**config.mk**
```make
export PLATFORM = sky130hd
export DESIGN_NAME = mhrs_slave
export DESIGN_NICKNAME = d
export VERILOG_FILES = /design/src/mhrs_slave.v
export VERILOG_INCLUDE_DIRS = /design/src
export SDC_FILE = /design/constraint.sdc
export NUM_CORES = 1
export LEC_CHECK = 0
export ABC_AREA = 1
export BUFFER_PORTS_ARGS = -buffer_cell sky130_fd_sc_hd__buf_2
export CORE_MARGIN = 2
export CORE_UTILIZATION = 38
export DETAILED_ROUTE_END_ITERATION = 10
export PLACE_DENSITY = 0.59
export SLEW_MARGIN = 40
export SYNTH_ARGS = -nofsm -noshare
export SYNTH_HDL_FRONTEND = slang
export SYNTH_SLANG_ARGS = --single-unit
```
**constraint.sdc**
```tcl
create_clock -name CLK_I -period 19 [get_ports CLK_I]
set_input_delay 2.85 -clock CLK_I [delete_from_list [all_inputs] [get_ports CLK_I]]
set_output_delay 2.85 -clock CLK_I [all_outputs]
set_load 0.005 [all_outputs]
```
**src/mhrs_regs.vh**
```
// Constants of the holding-register query interpreter.
`ifndef MHRS_REGS_VH
`define MHRS_REGS_VH

// ****************************************************************
// Function codes
// ****************************************************************
`define MHRS_FC_READ      8'h03
`define MHRS_FC_WRITE     8'h06
`define MHRS_FC_DIAG      8'h08
`define MHRS_FC_MULTI     8'h10
`define MHRS_EXC_FLAG     8'h80
`define MHRS_DIAG_SUB_OK  16'h0000

// ****************************************************************
// Exception and communication error codes
// ****************************************************************
`define MHRS_EXC_FUNC     8'h01
`define MHRS_EXC_ADDR     8'h02
`define MHRS_EXC_DATA     8'h03
`define MHRS_EXC_SLAVE    8'h04
`define MHRS_ERR_FUNC     8'h88
`define MHRS_ERR_USER     8'h89
`define MHRS_ERR_NVM      8'h8A
`define MHRS_ERR_DATA     8'h8C
`define MHRS_ERR_DISABLE  8'h8D

// ****************************************************************
// Ranges and lengths
// ****************************************************************
`define MHRS_ADDR_MAX     16'h1FFF
`define MHRS_ADDR_LIMIT   17'h02000
`define MHRS_COUNT_LIMIT  16'h0011
`define MHRS_READ_MAX     16'h0010
`define MHRS_FRAME_MAX    9'h100
`define MHRS_FRAME_MIN    9'h004
`define MHRS_QUERY_LEN    9'h008
`define MHRS_MULTI_HDR    9'h009
`define MHRS_BROADCAST    8'h00

// ****************************************************************
// Error check
// ****************************************************************
`define MHRS_CRC_PRESET   16'hFFFF
`define MHRS_CRC_POLY     16'hA001

`endif

```
**src/mhrs_slave.v**
```verilog
// Query checker and executor of a holding-register serial slave.
//
// Contract
// - Unsupported function code is not executed; exception 01h is returned.
// - Diagnosis with sub-function other than 00h gives exception 01h.
// - Register address outside 0000h..1FFFh gives exception 02h.
// - Start address plus count reaching 2000h gives 02h, no register access.
// - Register count zero or above 16 gives exception 03h.
// - Byte count not twice the register count gives exception 03h.
// - Frame length outside that allowed for the function gives 03h.
// - Invalid-data conditions record error code 8Ch with exception 03h.
// - Invalid function or address conditions record error code 88h.
// - User-port download, initialise or teach refuses with 04h, code 89h.
// - Internal busy or memory alarm refuses with 04h and code 8Ah.
// - Written value outside setting range gives 04h and code 8Ch.
// - Command execution disabled gives 04h and code 8Dh.
// - Read returns 16-bit registers, at most 16 per query.
// - Several registers are read in ascending address order from start.
// - Read reply echoes address and function, byte count, values high first.
// - Function 06h writes one 16-bit value to the given address.
// - Exception reply carries function plus 80h, one code byte, CRC.
// - CRC-16 preset FFFFh, LSB first, reflected polynomial A001h.
// - Framing, parity, CRC errors or frames over 256 bytes are dropped.
// - Broadcasts execute without reply; foreign addresses are ignored.
`default_nettype none
`include "mhrs_regs.vh"

module mhrs_slave
(
  input  wire        CLK_I,
  input  wire        RST_I,
  input  wire [7:0]  SLAVE_ADDR_I,
  input  wire        RX_VALID_I,
  input  wire [7:0]  RX_DATA_I,
  input  wire        RX_ERR_I,
  input  wire        RX_END_I,
  output wire        TX_VALID_O,
  output wire [7:0]  TX_DATA_O,
  input  wire        TX_READY_I,
  output wire        REG_RD_O,
  output wire        REG_WR_O,
  output wire [15:0] REG_ADDR_O,
  output wire [15:0] REG_WDATA_O,
  input  wire [15:0] REG_RDATA_I,
  input  wire        REG_ACK_I,
  input  wire        REG_RANGE_ERR_I,
  input  wire        REG_EXEC_DIS_I,
  input  wire        USER_PORT_BUSY_I,
  input  wire        INTERNAL_BUSY_FLAG_I,
  input  wire        NVM_ALARM_I,
  output wire        ERR_STB_O,
  output wire [7:0]  ERR_CODE_O
);

  localparam [4:0] ST_RX    = 5'h01;
  localparam [4:0] ST_CHECK = 5'h02;
  localparam [4:0] ST_RD    = 5'h04;
  localparam [4:0] ST_WR    = 5'h08;
  localparam [4:0] ST_TX    = 5'h10;

  localparam [1:0] RESP_EXC  = 2'h0;
  localparam [1:0] RESP_READ = 2'h1;
  localparam [1:0] RESP_ECHO = 2'h2;

  // ****************************************************************
  // CRC step
  // ****************************************************************
  // LSB-first reflected CRC.
  function [15:0] crc_step;
    input [15:0] crc;
    input [7:0]  data;
    integer      i;
    reg   [15:0] c;
    begin
      c = crc ^ {8'h00, data};
      for (i = 0; i < 8; i = i + 1)
      begin
        if (c[0])
          c = (c >> 1) ^ `MHRS_CRC_POLY;
        else
          c = c >> 1;
      end
      crc_step = c;
    end
  endfunction

  reg  [4:0]  state_q;
  reg  [7:0]  rxb_q [0:7];
  reg  [8:0]  rx_len_q;
  reg  [15:0] rx_crc_q;
  reg         rx_bad_q;
  reg  [15:0] rdm_q [0:15];
  reg  [3:0]  rd_idx_q;
  reg  [15:0] reg_addr_q;
  reg  [1:0]  resp_q;
  reg  [7:0]  exc_q;
  reg  [5:0]  tx_idx_q;
  reg  [5:0]  resp_len_q;
  reg  [15:0] tx_crc_q;
  reg  [7:0]  tx_data_q;
  reg         tx_valid_q;
  reg         err_stb_q;
  reg  [7:0]  err_code_q;

  wire [7:0]  fc       = rxb_q[1];
  wire [15:0] addr16   = {rxb_q[2], rxb_q[3]};
  wire [15:0] cnt16    = {rxb_q[4], rxb_q[5]};
  wire [16:0] addr_end = {1'b0, addr16} + {1'b0, cnt16};
  wire        is_multi = (fc == `MHRS_FC_READ) || (fc == `MHRS_FC_MULTI);
  wire        is_bcast = (rxb_q[0] == `MHRS_BROADCAST);
  wire [8:0]  exp_len  = (fc == `MHRS_FC_MULTI) ? (`MHRS_MULTI_HDR + {1'b0, rxb_q[6]})
                                                 : `MHRS_QUERY_LEN;

  // ****************************************************************
  // Query checks
  // ****************************************************************
  reg [7:0] chk_exc;
  reg [7:0] chk_err;
  always @*
  begin
    chk_exc = 8'h00;
    chk_err = 8'h00;
    if (!(is_multi || fc == `MHRS_FC_WRITE || fc == `MHRS_FC_DIAG))
    begin
      chk_exc = `MHRS_EXC_FUNC;
      chk_err = `MHRS_ERR_FUNC;
    end
    else if (fc == `MHRS_FC_DIAG && addr16 != `MHRS_DIAG_SUB_OK)
    begin
      chk_exc = `MHRS_EXC_FUNC;
      chk_err = `MHRS_ERR_FUNC;
    end
    else if (fc != `MHRS_FC_DIAG && addr16 > `MHRS_ADDR_MAX)
    begin
      chk_exc = `MHRS_EXC_ADDR;
      chk_err = `MHRS_ERR_FUNC;
    end
    else if (is_multi && addr_end >= `MHRS_ADDR_LIMIT)
    begin
      chk_exc = `MHRS_EXC_ADDR;
      chk_err = `MHRS_ERR_FUNC;
    end
    // Read is capped at sixteen registers.
    else if ((is_multi && (cnt16 == 16'h0000 || cnt16 > `MHRS_COUNT_LIMIT ||
                           cnt16 > `MHRS_READ_MAX)) ||
             (fc == `MHRS_FC_MULTI && {8'h00, rxb_q[6]} != {cnt16[14:0], 1'b0}) ||
             (rx_len_q != exp_len))
    begin
      chk_exc = `MHRS_EXC_DATA;
      chk_err = `MHRS_ERR_DATA;
    end
    else if (USER_PORT_BUSY_I)
    begin
      chk_exc = `MHRS_EXC_SLAVE;
      chk_err = `MHRS_ERR_USER;
    end
    else if (INTERNAL_BUSY_FLAG_I || NVM_ALARM_I)
    begin
      chk_exc = `MHRS_EXC_SLAVE;
      chk_err = `MHRS_ERR_NVM;
    end
    // Multi-register writes are validated only; execution is refused.
    else if (fc == `MHRS_FC_MULTI)
    begin
      chk_exc = `MHRS_EXC_SLAVE;
      chk_err = `MHRS_ERR_DISABLE;
    end
  end

  // Dropped frames get no reply and no error code.
  wire drop = rx_bad_q || (rx_crc_q != 16'h0000) || (rx_len_q > `MHRS_FRAME_MAX) ||
              (rx_len_q < `MHRS_FRAME_MIN) || (!is_bcast && rxb_q[0] != SLAVE_ADDR_I);

  // ****************************************************************
  // Reply bytes
  // ****************************************************************
  wire [5:0] nxt_idx = (state_q == ST_TX) ? (tx_idx_q + 6'h01) : 6'h00;
  wire [5:0] rd_off  = nxt_idx - 6'h03;
  reg  [7:0] nxt_byte;
  always @*
  begin
    nxt_byte = 8'h00;
    if (nxt_idx == 6'h00)
      nxt_byte = rxb_q[0];
    else if (resp_q == RESP_EXC)
      nxt_byte = (nxt_idx == 6'h01) ? (fc | `MHRS_EXC_FLAG) : exc_q;
    // Read reply: count, then each value high byte first.
    else if (resp_q == RESP_READ)
    begin
      if (nxt_idx == 6'h01)
        nxt_byte = fc;
      else if (nxt_idx == 6'h02)
        nxt_byte = {rxb_q[5][6:0], 1'b0};
      else if (rd_off[0])
        nxt_byte = rdm_q[rd_off[4:1]][7:0];
      else
        nxt_byte = rdm_q[rd_off[4:1]][15:8];
    end
    else
      nxt_byte = rxb_q[nxt_idx[2:0]];
  end

  wire [15:0] tx_crc_n = crc_step(tx_crc_q, tx_data_q);

  assign TX_VALID_O  = tx_valid_q;
  assign TX_DATA_O   = tx_data_q;
  assign REG_RD_O    = (state_q == ST_RD);
  assign REG_WR_O    = (state_q == ST_WR);
  assign REG_ADDR_O  = reg_addr_q;
  assign REG_WDATA_O = cnt16;
  assign ERR_STB_O   = err_stb_q;
  assign ERR_CODE_O  = err_code_q;

  // ****************************************************************
  // Sequencer
  // ****************************************************************
  integer k;
  always @(posedge CLK_I or posedge RST_I)
  begin
    if (RST_I)
    begin
      state_q    <= ST_RX;
      for (k = 0; k < 8; k = k + 1)
        rxb_q[k] <= 8'h00;
      for (k = 0; k < 16; k = k + 1)
        rdm_q[k] <= 16'h0000;
      rx_len_q   <= 9'h000;
      rx_crc_q   <= `MHRS_CRC_PRESET;
      rx_bad_q   <= 1'b0;
      rd_idx_q   <= 4'h0;
      reg_addr_q <= 16'h0000;
      resp_q     <= RESP_EXC;
      exc_q      <= 8'h00;
      tx_idx_q   <= 6'h00;
      resp_len_q <= 6'h00;
      tx_crc_q   <= `MHRS_CRC_PRESET;
      tx_data_q  <= 8'h00;
      tx_valid_q <= 1'b0;
      err_stb_q  <= 1'b0;
      err_code_q <= 8'h00;
    end
    else
    begin
      err_stb_q <= 1'b0;
      case (state_q)
        ST_RX:
        begin
          if (RX_VALID_I)
          begin
            if (rx_len_q < `MHRS_QUERY_LEN)
              rxb_q[rx_len_q[2:0]] <= RX_DATA_I;
            if (rx_len_q != 9'h1FF)
              rx_len_q <= rx_len_q + 9'h001;
            // Receive check runs over every byte, CRC included.
            rx_crc_q <= crc_step(rx_crc_q, RX_DATA_I);
          end
          if (RX_ERR_I)
            rx_bad_q <= 1'b1;
          if (RX_END_I)
            state_q <= ST_CHECK;
        end
        ST_CHECK:
        begin
          rx_len_q   <= 9'h000;
          rx_crc_q   <= `MHRS_CRC_PRESET;
          rx_bad_q   <= 1'b0;
          rd_idx_q   <= 4'h0;
          reg_addr_q <= addr16;
          if (drop)
            state_q <= ST_RX;
          else if (chk_exc != 8'h00)
          begin
            err_stb_q  <= 1'b1;
            err_code_q <= chk_err;
            exc_q      <= chk_exc;
            resp_q     <= RESP_EXC;
            resp_len_q <= 6'h03;
            state_q    <= is_bcast ? ST_RX : ST_TX;
            tx_valid_q <= !is_bcast;
            tx_data_q  <= nxt_byte;
            tx_idx_q   <= 6'h00;
            tx_crc_q   <= `MHRS_CRC_PRESET;
          end
          // Broadcast reads and diagnoses have nothing to execute.
          else if (fc == `MHRS_FC_WRITE)
            state_q <= ST_WR;
          else if (is_bcast)
            state_q <= ST_RX;
          else if (fc == `MHRS_FC_READ)
            state_q <= ST_RD;
          else
          begin
            resp_q     <= RESP_ECHO;
            resp_len_q <= 6'h06;
            state_q    <= ST_TX;
            tx_valid_q <= 1'b1;
            tx_data_q  <= nxt_byte;
            tx_idx_q   <= 6'h00;
            tx_crc_q   <= `MHRS_CRC_PRESET;
          end
        end
        ST_RD:
        begin
          if (REG_ACK_I)
          begin
            // Ascending addresses from the start address.
            rdm_q[rd_idx_q] <= REG_RDATA_I;
            reg_addr_q      <= reg_addr_q + 16'h0001;
            rd_idx_q        <= rd_idx_q + 4'h1;
            if ({12'h000, rd_idx_q} == cnt16 - 16'h0001)
            begin
              resp_q     <= RESP_READ;
              resp_len_q <= {rxb_q[5][4:0], 1'b0} + 6'h03;
              state_q    <= ST_TX;
              tx_valid_q <= 1'b1;
              tx_data_q  <= nxt_byte;
              tx_idx_q   <= 6'h00;
              tx_crc_q   <= `MHRS_CRC_PRESET;
            end
          end
        end
        ST_WR:
        begin
          if (REG_ACK_I)
          begin
            resp_q     <= RESP_ECHO;
            resp_len_q <= 6'h06;
            if (REG_RANGE_ERR_I)
            begin
              err_stb_q  <= 1'b1;
              err_code_q <= `MHRS_ERR_DATA;
              exc_q      <= `MHRS_EXC_SLAVE;
              resp_q     <= RESP_EXC;
              resp_len_q <= 6'h03;
            end
            else if (REG_EXEC_DIS_I)
            begin
              err_stb_q  <= 1'b1;
              err_code_q <= `MHRS_ERR_DISABLE;
              exc_q      <= `MHRS_EXC_SLAVE;
              resp_q     <= RESP_EXC;
              resp_len_q <= 6'h03;
            end
            state_q    <= is_bcast ? ST_RX : ST_TX;
            tx_valid_q <= !is_bcast;
            tx_data_q  <= rxb_q[0];
            tx_idx_q   <= 6'h00;
            tx_crc_q   <= `MHRS_CRC_PRESET;
          end
        end
        ST_TX:
        begin
          if (TX_READY_I)
          begin
            tx_idx_q <= tx_idx_q + 6'h01;
            if (tx_idx_q == resp_len_q + 6'h01)
            begin
              tx_valid_q <= 1'b0;
              state_q    <= ST_RX;
            end
            // Reply CRC goes out low byte first.
            else if (tx_idx_q == resp_len_q)
              tx_data_q <= tx_crc_q[15:8];
            else
            begin
              tx_crc_q <= tx_crc_n;
              if (nxt_idx == resp_len_q)
                tx_data_q <= tx_crc_n[7:0];
              else
                tx_data_q <= nxt_byte;
            end
          end
        end
        default:
          state_q <= ST_RX;
      endcase
    end
  end

endmodule
`default_nettype wire

```
==> impl_results.html, run 1 <==
<table>
<tr><th>Metric</th><th>Value</th></tr>
<tr><th colspan="2">Clock network</th></tr>
<tr><td>Number of buffers added by the clock tree synthesis step</td><td>48</td></tr>
<tr><td>Cts repair resizes</td><td>0</td></tr>
<tr><td>Number of hold buffers added after cts</td><td>0</td></tr>
<tr><td>Clock sink count</td><td>around 420</td></tr>
<tr><td>Postcts setup bufs</td><td>0</td></tr>
<tr><td>Clock tree root buffer cell</td><td>sky130_fd_sc_hd__clkbuf_16</td></tr>
<tr><td>CTS tree</td><td>built</td></tr>
<tr><td>Maximum level of the CTS H-tree</td><td>2</td></tr>
<tr><td>Clock slew seen by the registers of the worst setup and hold paths</td><td>0.06 ns</td></tr>
<tr><td>Source-to-sink clock delay at the later pin of the worst-skew pair</td><td>slightly above 0.6 ns</td></tr>
<tr><td>Bufs on Longest Clock Path</td><td>3</td></tr>
<tr><th colspan="2">Critical path</th></tr>
<tr><td>Endpoint type of the worst setup path</td><td>output pin</td></tr>
<tr><td>Worst Setup Path Type</td><td>reg2out</td></tr>
<tr><td>Required time at the worst-slack endpoint</td><td>16.15 ns</td></tr>
<tr><td>Worst path cell trace</td><td>nor2_4, nand3_1, inv_1, buf_2</td></tr>
<tr><td>Stage delay of the slowest cell on the critical path</td><td>between 0.5 and 0.6 ns</td></tr>
<tr><td>Maximum fanout encountered on the critical timing path</td><td>12</td></tr>
<tr><td>WP data arrival</td><td>2.39 ns</td></tr>
<tr><td>Startpoint kind of the worst setup timing path</td><td>flip-flop</td></tr>
<tr><td>Max stage delay cell, worst path</td><td>sky130_fd_sc_hd__inv_1</td></tr>
<tr><th colspan="2">Timing</th></tr>
<tr><td>Post-Route Hold Slack</td><td>between 0.4 and 0.5 ns</td></tr>
<tr><td>Final setup viols</td><td>0</td></tr>
<tr><td>Period Utilization, post-route</td><td>roughly 28%</td></tr>
<tr><td>Final slew viol count</td><td>0</td></tr>
<tr><td>Worst-Margin Slew</td><td>0.843 ns</td></tr>
<tr><td>Setup ws final</td><td>~14 ns</td></tr>
<tr><td>Setup repair after global routing missed its margin</td><td>false</td></tr>
<tr><td>Clock period minus worst slack</td><td>about 5.2 ns</td></tr>
<tr><td>Final Hold Vio Count</td><td>0</td></tr>
<tr><td>Total negative setup slack</td><td>0 ns</td></tr>
<tr><td>Final worst clock skew</td><td>0.0161 ns</td></tr>
<tr><td>Slew Limit Headroom</td><td>43.8%</td></tr>
<tr><td>Top achievable clock speed</td><td>191 MHz</td></tr>
<tr><th colspan="2">Floorplan</th></tr>
<tr><td>Die Y</td><td>251 um</td></tr>
<tr><td>Die area</td><td>62800 um^2</td></tr>
<tr><td>Core footprint</td><td>~60000 um^2</td></tr>
<tr><td>Number of core rows</td><td>90</td></tr>
<tr><td>Die X</td><td>251 um</td></tr>
<tr><td>I/O Pins</td><td>96</td></tr>
<tr><td>Initial Util</td><td>38.3%</td></tr>
<tr><th colspan="2">Cells and area</th></tr>
<tr><td>Final Core Density</td><td>42.5%</td></tr>
<tr><td>Post-Layout Cell Count</td><td>between 3000 and 4000</td></tr>
<tr><td>Final instance area</td><td>25600 um^2</td></tr>
<tr><td>Number of nets in the finished design</td><td>3096</td></tr>
<tr><td>Count of fill cells added during filler insertion</td><td>6182</td></tr>
<tr><td>Synth-to-Final Area Change</td><td>10.9%</td></tr>
<tr><td>Share of final-layout standard cells stronger than drive strength 1</td><td>9.81%</td></tr>
<tr><th colspan="2">Pwr</th></tr>
<tr><td>Fraction of power spent switching nets</td><td>about two fifths</td></tr>
<tr><td>Worst vdd ir</td><td>77.2 uV</td></tr>
<tr><td>Clk pwr share</td><td>30.2%</td></tr>
<tr><td>Standby leakage power</td><td>around 12 nW</td></tr>
<tr><td>Part of the power in registers</td><td>between 30% and 40%</td></tr>
<tr><td>Comb power frac</td><td>30.8%</td></tr>
<tr><td>Total power draw</td><td>3.18 mW</td></tr>
<tr><td>Psw</td><td>1.22 mW</td></tr>
<tr><td>Cell-internal power</td><td>roughly 2.0 mW</td></tr>
<tr><td>Power per cell area</td><td>124 nW/um^2</td></tr>
<tr><th colspan="2">Synth</th></tr>
<tr><td>Cell types with the highest counts after synthesis</td><td>934 x sky130_fd_sc_hd__nand2_1, 499 x sky130_fd_sc_hd__o21ai_0, 385 x sky130_fd_sc_hd__dfrtp_1, 194 x sky130_fd_sc_hd__inv_1, 190 x sky130_fd_sc_hd__nor2_1</td></tr>
<tr><td>Cell area after technology mapping</td><td>23100 um^2</td></tr>
<tr><td>Post-synthesis average cell area</td><td>approximately 7.6 um^2</td></tr>
<tr><td>Cells taking the most area after synthesis</td><td>sky130_fd_sc_hd__dfrtp_1 42%, sky130_fd_sc_hd__nand2_1 15%, sky130_fd_sc_hd__o21ai_0 11%</td></tr>
<tr><td>Fraction of synthesis flops using an asynchronous set or reset pin</td><td>100%</td></tr>
<tr><td>Top FF cell, synth</td><td>sky130_fd_sc_hd__dfrtp_1</td></tr>
<tr><td>Synthesized instance count</td><td>3020</td></tr>
<tr><td>Number of flip-flops and latches in the synthesized netlist</td><td>418</td></tr>
<tr><td>Number of enable-type register cells in the synthesized netlist</td><td>0</td></tr>
<tr><td>Cell variety after synth</td><td>60</td></tr>
<tr><td>Post-synth top area cell</td><td>sky130_fd_sc_hd__dfrtp_1</td></tr>
<tr><td>Synthesis Warnings</td><td>0</td></tr>
<tr><td>Area share of the leading cell type in the synthesized netlist</td><td>41.7%</td></tr>
<tr><td>Most common cell in the synthesized netlist</td><td>sky130_fd_sc_hd__nand2_1</td></tr>
<tr><td>Sequential cell area fraction in the yosys report</td><td>between 40% and 50%</td></tr>
<tr><th colspan="2">Place</th></tr>
<tr><td>Cell area after placement</td><td>24000 um^2</td></tr>
<tr><td>HPWL after detailed placement</td><td>47900 um</td></tr>
<tr><td>Count of input and output buffers</td><td>92</td></tr>
<tr><td>Final weighted congestion in routability-driven placement</td><td>0.946</td></tr>
<tr><td>Worst-case setup slack after placement</td><td>13.43 ns</td></tr>
<tr><td>Number of cells after detailed placement</td><td>3750</td></tr>
<tr><th colspan="2">Detailed routing</th></tr>
<tr><td>Number of search-and-repair iterations in the first detailed-routing pass</td><td>6</td></tr>
<tr><td>Routed wire length per instance</td><td>18.5 um</td></tr>
<tr><td>Routed WL</td><td>71200 um</td></tr>
<tr><td>Via count</td><td>about 20000</td></tr>
<tr><td>Number of vias per cell</td><td>5.27</td></tr>
<tr><td>DRC violation count after routing</td><td>0</td></tr>
<tr><td>Number of DRC violations after detailed-routing iteration 0</td><td>1777</td></tr>
<tr><td>Post-route ant nets</td><td>0</td></tr>
<tr><th colspan="2">GRT</th></tr>
<tr><td>Largest net degree at the start of global routing</td><td>between 80 and 90</td></tr>
<tr><td>Global-route usage over all layers</td><td>between 20 and 25%</td></tr>
<tr><td>Initial antenna violation count</td><td>1</td></tr>
<tr><td>Vias in the first global route</td><td>around 19000</td></tr>
<tr><td>Met3 global-route usage</td><td>~3.2%</td></tr>
<tr><td>Met1 Resource Use GR</td><td>31.7%</td></tr>
<tr><td>Global-route wire length before repair</td><td>112000 um</td></tr>
<tr><td>Global route hottest layer</td><td>met2</td></tr>
<tr><td>Global routing met2 resource utilization</td><td>35.9%</td></tr>
<tr><td>GRT overflow</td><td>0</td></tr>
<tr><th colspan="2">Flow run</th></tr>
<tr><td># Max-Cap Violations</td><td>0</td></tr>
<tr><th colspan="2">Run status</th></tr>
<tr><td>Run status</td><td>complete, no violations</td></tr>
<tr><th colspan="2">Hold path</th></tr>
<tr><td>Worst min path class</td><td>reg2reg</td></tr>
</table>
## registers in the layout (all words and copies together) (netlist names), 5 cells and up
register,count
state_q,5
REG_WDATA_O,16
rx_crc_q,16
rdm_q,256
rx_len_q,9
REG_ADDR_O,16
rxb_q,24
addr16,16
resp_len_q,6
tx_crc_q,16
TX_DATA_O,8
fc,8
tx_idx_q,6
## cells by family (layout without fill, tap and decap cells)
logic type	Yosys count	in the layout	share of synthesized area [%]
AO/OA/AOI/OAI	703	703	16.0
XOR/XNOR	81	81	3.10
adder cells (fa/ha/maj)	34	34	1.87
buffers and inverters	378	414	6.92
flip-flops	418	418	45.5
multiplexers	46	46	1.99
other	1	4	0.0162
AND/OR/NAND/NOR	1359	1359	24.6
## final cells by class
| cell class | instances | area (um^2) | share of cell area (%) |
|---|---|---|---|
| multi-input combinational | 2226 | 11000 | 43.1 |
| sequential | 418 | 10500 | 41.0 |
| clock buffer | 75 | 1410 | 5.52 |
| tap | 782 | 978 | 3.82 |
| inverter | 206 | 781 | 3.05 |
| timing repair buffer | 118 | 673 | 2.63 |
| clock inverter | 15 | 218 | 0.850 |
| antenna | 1 | 2.50 | 0.00977 |
## cells in the final DEF (no fill, tap or decap), types with 4 or more instances in the layout
master and instances:
sky130_fd_sc_hd__nand3_1 113, sky130_fd_sc_hd__nor3_2 4, sky130_fd_sc_hd__clkinv_2 7, sky130_fd_sc_hd__nor4_1 12
sky130_fd_sc_hd__nor3_1 25, sky130_fd_sc_hd__nor2_2 5, sky130_fd_sc_hd__inv_1 193, sky130_fd_sc_hd__xor2_1 46
sky130_fd_sc_hd__a22oi_1 4, sky130_fd_sc_hd__dfrtp_1 385, sky130_fd_sc_hd__a211oi_1 6, sky130_fd_sc_hd__a21oi_1 109
sky130_fd_sc_hd__nor2_1 189, sky130_fd_sc_hd__nand3_2 7, sky130_fd_sc_hd__or2_2 12, sky130_fd_sc_hd__clkbuf_8 10
sky130_fd_sc_hd__a31oi_1 10, sky130_fd_sc_hd__nand2_2 16, sky130_fd_sc_hd__buf_4 22, sky130_fd_sc_hd__clkbuf_16 49
sky130_fd_sc_hd__o21ai_1 22, sky130_fd_sc_hd__bufinv_16 4, sky130_fd_sc_hd__dfstp_2 33, sky130_fd_sc_hd__nor2_4 7
sky130_fd_sc_hd__buf_2 92, sky130_fd_sc_hd__o221ai_1 9, sky130_fd_sc_hd__o211ai_1 10, sky130_fd_sc_hd__xnor2_1 34
sky130_fd_sc_hd__ha_1 32, sky130_fd_sc_hd__o22ai_1 13, sky130_fd_sc_hd__o21ai_0 499, sky130_fd_sc_hd__nand2_1 925
sky130_fd_sc_hd__clkbuf_1 17, sky130_fd_sc_hd__inv_2 10, sky130_fd_sc_hd__nand4_1 27, sky130_fd_sc_hd__mux2i_1 46
## power groups by stage
| stage | logic (mW) | clock network, mW | registers (mW) |
|---|---|---|---|
| 3_3_place_gp | 0.969 | 0 | 1.25 |
| 5_1_grt | 1.11 | 1.01 | 1.25 |
| 6_report | 0.980 | 0.962 | 1.24 |
| 3_5_place_dp | 0.973 | 0 | 1.25 |
| 4_1_cts | 0.978 | 0.979 | 1.24 |
| 2_1_floorplan | 0.765 | 0 | 1.16 |
## worst max-delay path: cells and delay by family, from the launching register on
family,cells,cell delay (ns)
buffers and inverters,2,0.77
DFF,1,0.42
and+or+nand+nor,2,0.59
## routing by layer
metal / share of wire [%] / vias up
met5: 0.018 / -
met4: 3.3 / 2
met3: 5.7 / 136
met2: 46 / 579
met1: 46 / 9580
li1: - / 9926
## path summary, 6_finish.rpt
check,start,endpoint,slack (ns),cells after the start
worst max-delay path,state_q[1],REG_WR_O,13.76,4
worst min-delay path,ERR_CODE_O[3],ERR_CODE_O[3],0.48,1
worst max register to register,state_q[3],TX_DATA_O[7],13.77,23
worst min register to register,ERR_CODE_O[3],ERR_CODE_O[3],0.48,1
max in group asynchronous,RST_I,rdm_q[43],14.76,4
min in group asynchronous,RST_I,TX_DATA_O[5],2.34,2
No activity file was read; power rests on OpenSTA's default activity.
==> run 2, diff against run 1 <==
- clock period: 19 -> 5.2 ns (I/O delays scaled with it)
==> run 2 against run 1 <==
Effect of this change:
- utilization grew 0.15 points
- die area did not move
- via count increased by 0.62%
- wire length grew 2.5%
- clock skew up 0.0044 ns
- clock-buffer cell count down 6
- total power grew to 3.6 times the previous value
- sequential cell count unchanged
- sequential power grew to 3.7 times the previous value
- cell area increased by 0.35%
- critical endpoint is now TX_DATA_O[7]
- largest cell class unchanged
- highest routed layer is now met4
==> impl_results.html, run 2 (same netlist as run 1, synthesis figures left out) <==
<table>
<tr><th>Metric</th><th>Value</th></tr>
<tr><th colspan="2">Clock network</th></tr>
<tr><td>Bufs on Longest Clock Path</td><td>3 (unchanged)</td></tr>
<tr><td>Maximum level of the CTS H-tree</td><td>2 (unchanged)</td></tr>
<tr><td>Cts repair resizes</td><td>0 (unchanged)</td></tr>
<tr><td>Clock slew seen by the registers of the worst setup and hold paths</td><td>0.06 ns (about the same)</td></tr>
<tr><td>CTS tree</td><td>built</td></tr>
<tr><td>Postcts setup bufs</td><td>0 (unchanged)</td></tr>
<tr><td>Clock tree root buffer cell</td><td>sky130_fd_sc_hd__clkbuf_16</td></tr>
<tr><td>Clock sink count</td><td>418 (unchanged)</td></tr>
<tr><td>Number of buffers added by the clock tree synthesis step</td><td>46 (-4.2%)</td></tr>
<tr><td>Source-to-sink clock delay at the later pin of the worst-skew pair</td><td>0.60 ns (about the same)</td></tr>
<tr><td>Number of hold buffers added after cts</td><td>0 (unchanged)</td></tr>
<tr><th colspan="2">Place</th></tr>
<tr><td>HPWL after detailed placement</td><td>48200 um (+0.48%)</td></tr>
<tr><td>Final weighted congestion in routability-driven placement</td><td>0.929 (-1.7%)</td></tr>
<tr><td>Count of input and output buffers</td><td>92 (unchanged)</td></tr>
<tr><th colspan="2">Timing</th></tr>
<tr><td>Slew Limit Headroom</td><td>45.8% (+1.9 points)</td></tr>
<tr><td>Top achievable clock speed</td><td>between 200 and 250 MHz</td></tr>
<tr><td>Final setup viols</td><td>0 (unchanged)</td></tr>
<tr><td>Post-Route Hold Slack</td><td>0.180 ns (-0.298 ns)</td></tr>
<tr><td>Final slew viol count</td><td>0 (unchanged)</td></tr>
<tr><td>Setup repair after global routing missed its margin</td><td>false</td></tr>
<tr><td>Final Hold Vio Count</td><td>0 (unchanged)</td></tr>
<tr><td>Final worst clock skew</td><td>0.0205 ns (+0.00443 ns)</td></tr>
<tr><td>Clock period minus worst slack</td><td>4.20 ns</td></tr>
<tr><td>Worst-Margin Slew</td><td>0.812 ns (-0.0309 ns)</td></tr>
<tr><td>Period Utilization, post-route</td><td>80.7%</td></tr>
<tr><th colspan="2">Detailed routing</th></tr>
<tr><td>Routed WL</td><td>73000 um (+2.5%)</td></tr>
<tr><td>DRC violation count after routing</td><td>0 (unchanged)</td></tr>
<tr><td>Number of DRC violations after detailed-routing iteration 0</td><td>1792 (+0.84%)</td></tr>
<tr><td>Routed wire length per instance</td><td>18.9 um (+2.2%)</td></tr>
<tr><td>Number of search-and-repair iterations in the first detailed-routing pass</td><td>5 (-1)</td></tr>
<tr><td>Number of vias per cell</td><td>5.28 (+0.28%)</td></tr>
<tr><td>Via count</td><td>20300 (+0.62%)</td></tr>
<tr><td>Post-route ant nets</td><td>0 (unchanged)</td></tr>
<tr><th colspan="2">Floorplan</th></tr>
<tr><td>Die X</td><td>251 um (unchanged)</td></tr>
<tr><td>I/O Pins</td><td>96 (unchanged)</td></tr>
<tr><td>Die Y</td><td>251 um (unchanged)</td></tr>
<tr><td>Number of core rows</td><td>90 (unchanged)</td></tr>
<tr><td>Initial Util</td><td>38.3% (unchanged)</td></tr>
<tr><td>Die area</td><td>62800 um^2 (unchanged)</td></tr>
<tr><td>Core footprint</td><td>60200 um^2 (unchanged)</td></tr>
<tr><th colspan="2">Critical path</th></tr>
<tr><td>Maximum fanout encountered on the critical timing path</td><td>55 (+43)</td></tr>
<tr><td>Required time at the worst-slack endpoint</td><td>5.74 ns (-10.41 ns)</td></tr>
<tr><td>Reg-to-reg endpoint</td><td>TX_DATA_O[7]</td></tr>
<tr><td>Worst Setup Path Type</td><td>reg2reg</td></tr>
<tr><td>Depth of the worst register-to-register path</td><td>23 (unchanged)</td></tr>
<tr><td>WP data arrival</td><td>4.73 ns (+2.34 ns)</td></tr>
<tr><td>Beginning of the worst register-to-register path</td><td>tx_idx_q[0]</td></tr>
<tr><td>Endpoint type of the worst setup path</td><td>flip-flop</td></tr>
<tr><td>R2R Setup Slk</td><td>1.00 ns (-12.77 ns)</td></tr>
<tr><td>Startpoint kind of the worst setup timing path</td><td>flip-flop</td></tr>
<tr><th colspan="2">GRT</th></tr>
<tr><td>Vias in the first global route</td><td>19200 (+1.1%)</td></tr>
<tr><td>Met3 global-route usage</td><td>3.40% (+0.23 points)</td></tr>
<tr><td>Global route hottest layer</td><td>met2</td></tr>
<tr><td>Initial antenna violation count</td><td>0 (-1)</td></tr>
<tr><td>Largest net degree at the start of global routing</td><td>155 (+87%)</td></tr>
<tr><td>Global-route wire length before repair</td><td>113000 um (+1.4%)</td></tr>
<tr><td>Met1 Resource Use GR</td><td>31.6% (-0.10 points)</td></tr>
<tr><td>GRT overflow</td><td>0 (unchanged)</td></tr>
<tr><td>Global routing met2 resource utilization</td><td>36.5% (+0.65 points)</td></tr>
<tr><td>Global-route usage over all layers</td><td>23.1% (+0.45 points)</td></tr>
<tr><th colspan="2">Cells and area</th></tr>
<tr><td>Synth-to-Final Area Change</td><td>11.3%</td></tr>
<tr><td>Final Core Density</td><td>42.7% (+0.15 points)</td></tr>
<tr><td>Number of nets in the finished design</td><td>3114 (+0.58%)</td></tr>
<tr><td>Max FFs per register</td><td>256 (unchanged)</td></tr>
<tr><td>Regs by FF count</td><td>rdm_q: 256 flops, rxb_q: 24 flops</td></tr>
<tr><td>Most used cells in the layout excluding fill and tap cells</td><td>933 x sky130_fd_sc_hd__nand2_1, 499 x sky130_fd_sc_hd__o21ai_0, 385 x sky130_fd_sc_hd__dfrtp_1, 193 x sky130_fd_sc_hd__inv_1, 189 x sky130_fd_sc_hd__nor2_1</td></tr>
<tr><td>Register name with the most flops</td><td>rdm_q</td></tr>
<tr><td>Leading cell type in the layout, fill and taps excluded</td><td>sky130_fd_sc_hd__nand2_1</td></tr>
<tr><td>Antenna diode count</td><td>0 (-1)</td></tr>
<tr><td>Share of final-layout standard cells stronger than drive strength 1</td><td>10.1% (+0.31 points)</td></tr>
<tr><th colspan="2">Pwr</th></tr>
<tr><td>Standby leakage power</td><td>12.0 nW (+0.48%)</td></tr>
<tr><td>Power per cell area</td><td>447 nW/um^2 (+260%)</td></tr>
<tr><td>Worst vdd ir</td><td>304 uV (+290%)</td></tr>
<tr><th colspan="2">Flow run</th></tr>
<tr><td># Max-Cap Violations</td><td>0 (unchanged)</td></tr>
<tr><th colspan="2">Run status</th></tr>
<tr><td>Run status</td><td>complete, no violations</td></tr>
<tr><th colspan="2">Hold path</th></tr>
<tr><td>Worst min path class</td><td>in2async</td></tr>
</table>
[run 2: changes by cell type in the layout (fill, tap and decap cells not counted), moves of 2 or more]
cell / change
sky130_fd_sc_hd__bufinv_16: -2
sky130_fd_sc_hd__buf_6: -3
sky130_fd_sc_hd__nand2_2: -8
sky130_fd_sc_hd__buf_12: +6
sky130_fd_sc_hd__clkbuf_16: -3
sky130_fd_sc_hd__buf_4: +16
sky130_fd_sc_hd__clkbuf_1: -5
sky130_fd_sc_hd__buf_16: +2
sky130_fd_sc_hd__nand2_1: +8
sky130_fd_sc_hd__clkinvlp_4: +3
[run 2: layout make-up]
| type | instances | area [um^2] |
|---|---|---|
| clock buffers | 69 | 1350 |
| clock inverters | 15 | 159 |
| fillers | 6219 | 34500 |
| inverters | 206 | 777 |
| multi-input cells | 2226 | 11000 |
| flip-flops and latches | 418 | 10500 |
| well taps | 782 | 978 |
| repair buffers | 138 | 921 |
[run 2: layer usage]
| metal | share of wire (%) | routed length [um] | vias up |
|---|---|---|---|
| met5 | 0 | 0 | - |
| met2 | 46 | 33300 | 605 |
| met4 | 4.0 | 2930 | 0 |
| met3 | 5.7 | 4180 | 148 |
| met1 | 45 | 32600 | 9662 |
| li1 | - | - | 9933 |
[run 2: worst max-delay path, stage by stage, from the launching register on]
cell and delay [ns]:
sky130_fd_sc_hd__dfrtp_1 0.65, sky130_fd_sc_hd__inv_1 0.26, sky130_fd_sc_hd__nand2_1 0.12, sky130_fd_sc_hd__buf_4 0.26, sky130_fd_sc_hd__inv_1 0.10, sky130_fd_sc_hd__ha_1 0.24
sky130_fd_sc_hd__inv_1 0.16, sky130_fd_sc_hd__nand2_4 0.11, sky130_fd_sc_hd__nand2_2 0.47, sky130_fd_sc_hd__buf_12 0.30, sky130_fd_sc_hd__nand2_1 0.07, sky130_fd_sc_hd__o21ai_0 0.07
sky130_fd_sc_hd__o21ai_0 0.09, sky130_fd_sc_hd__o221ai_1 0.33, sky130_fd_sc_hd__nand3_1 0.29, sky130_fd_sc_hd__nand2_1 0.14, sky130_fd_sc_hd__nand2_1 0.06, sky130_fd_sc_hd__nand2_1 0.07
sky130_fd_sc_hd__nand2_1 0.06, sky130_fd_sc_hd__nand2_1 0.06, sky130_fd_sc_hd__nand2_1 0.05, sky130_fd_sc_hd__nand2_1 0.05, sky130_fd_sc_hd__nand2_1 0.04, sky130_fd_sc_hd__nand2_1 0.06
[run 2: worst max path at each step]
stage / from / end / slack (ns) / cells after the start
6_report: tx_idx_q[0] / TX_DATA_O[7] / 1.00 / 23
5_1_grt: tx_idx_q[0] / TX_DATA_O[7] / 0.67 / 23
4_1_cts: tx_idx_q[0] / TX_DATA_O[7] / 1.07 / 23
3_5_place_dp: tx_idx_q[0] / TX_DATA_O[7] / 1.10 / 23
3_3_place_gp: tx_idx_q[0] / TX_DATA_O[7] / 1.12 / 23
2_1_floorplan: RST_I / ERR_CODE_O[0] / -1.19 / 1
[run 2: per-stage QoR]
stage / worst slack, ns / std cells / setup TNS, ns / area [um^2] / power [mW]
floorplan: -1.19 / 3022 / -458.38 / 23100 / 7.03
global placement: 1.12 / 3768 / 0 / 24100 / 8.16
detailed placement: 1.10 / 3768 / 0 / 24100 / 8.16
CTS: 1.07 / 3852 / 0 / 25700 / 11.5
global route: 0.667 / 3854 / 0 / 25700 / 12.2
finish: 1.00 / 3854 / 0 / 25700 / 11.5
[run 2: power by group]
group	total [mW]	leakage, nW	internal, mW	switching, mW
clock network	3.31	0.737	1.90	1.42
registers	4.54	5.61	3.80	0.742
logic	3.62	5.66	1.30	2.32
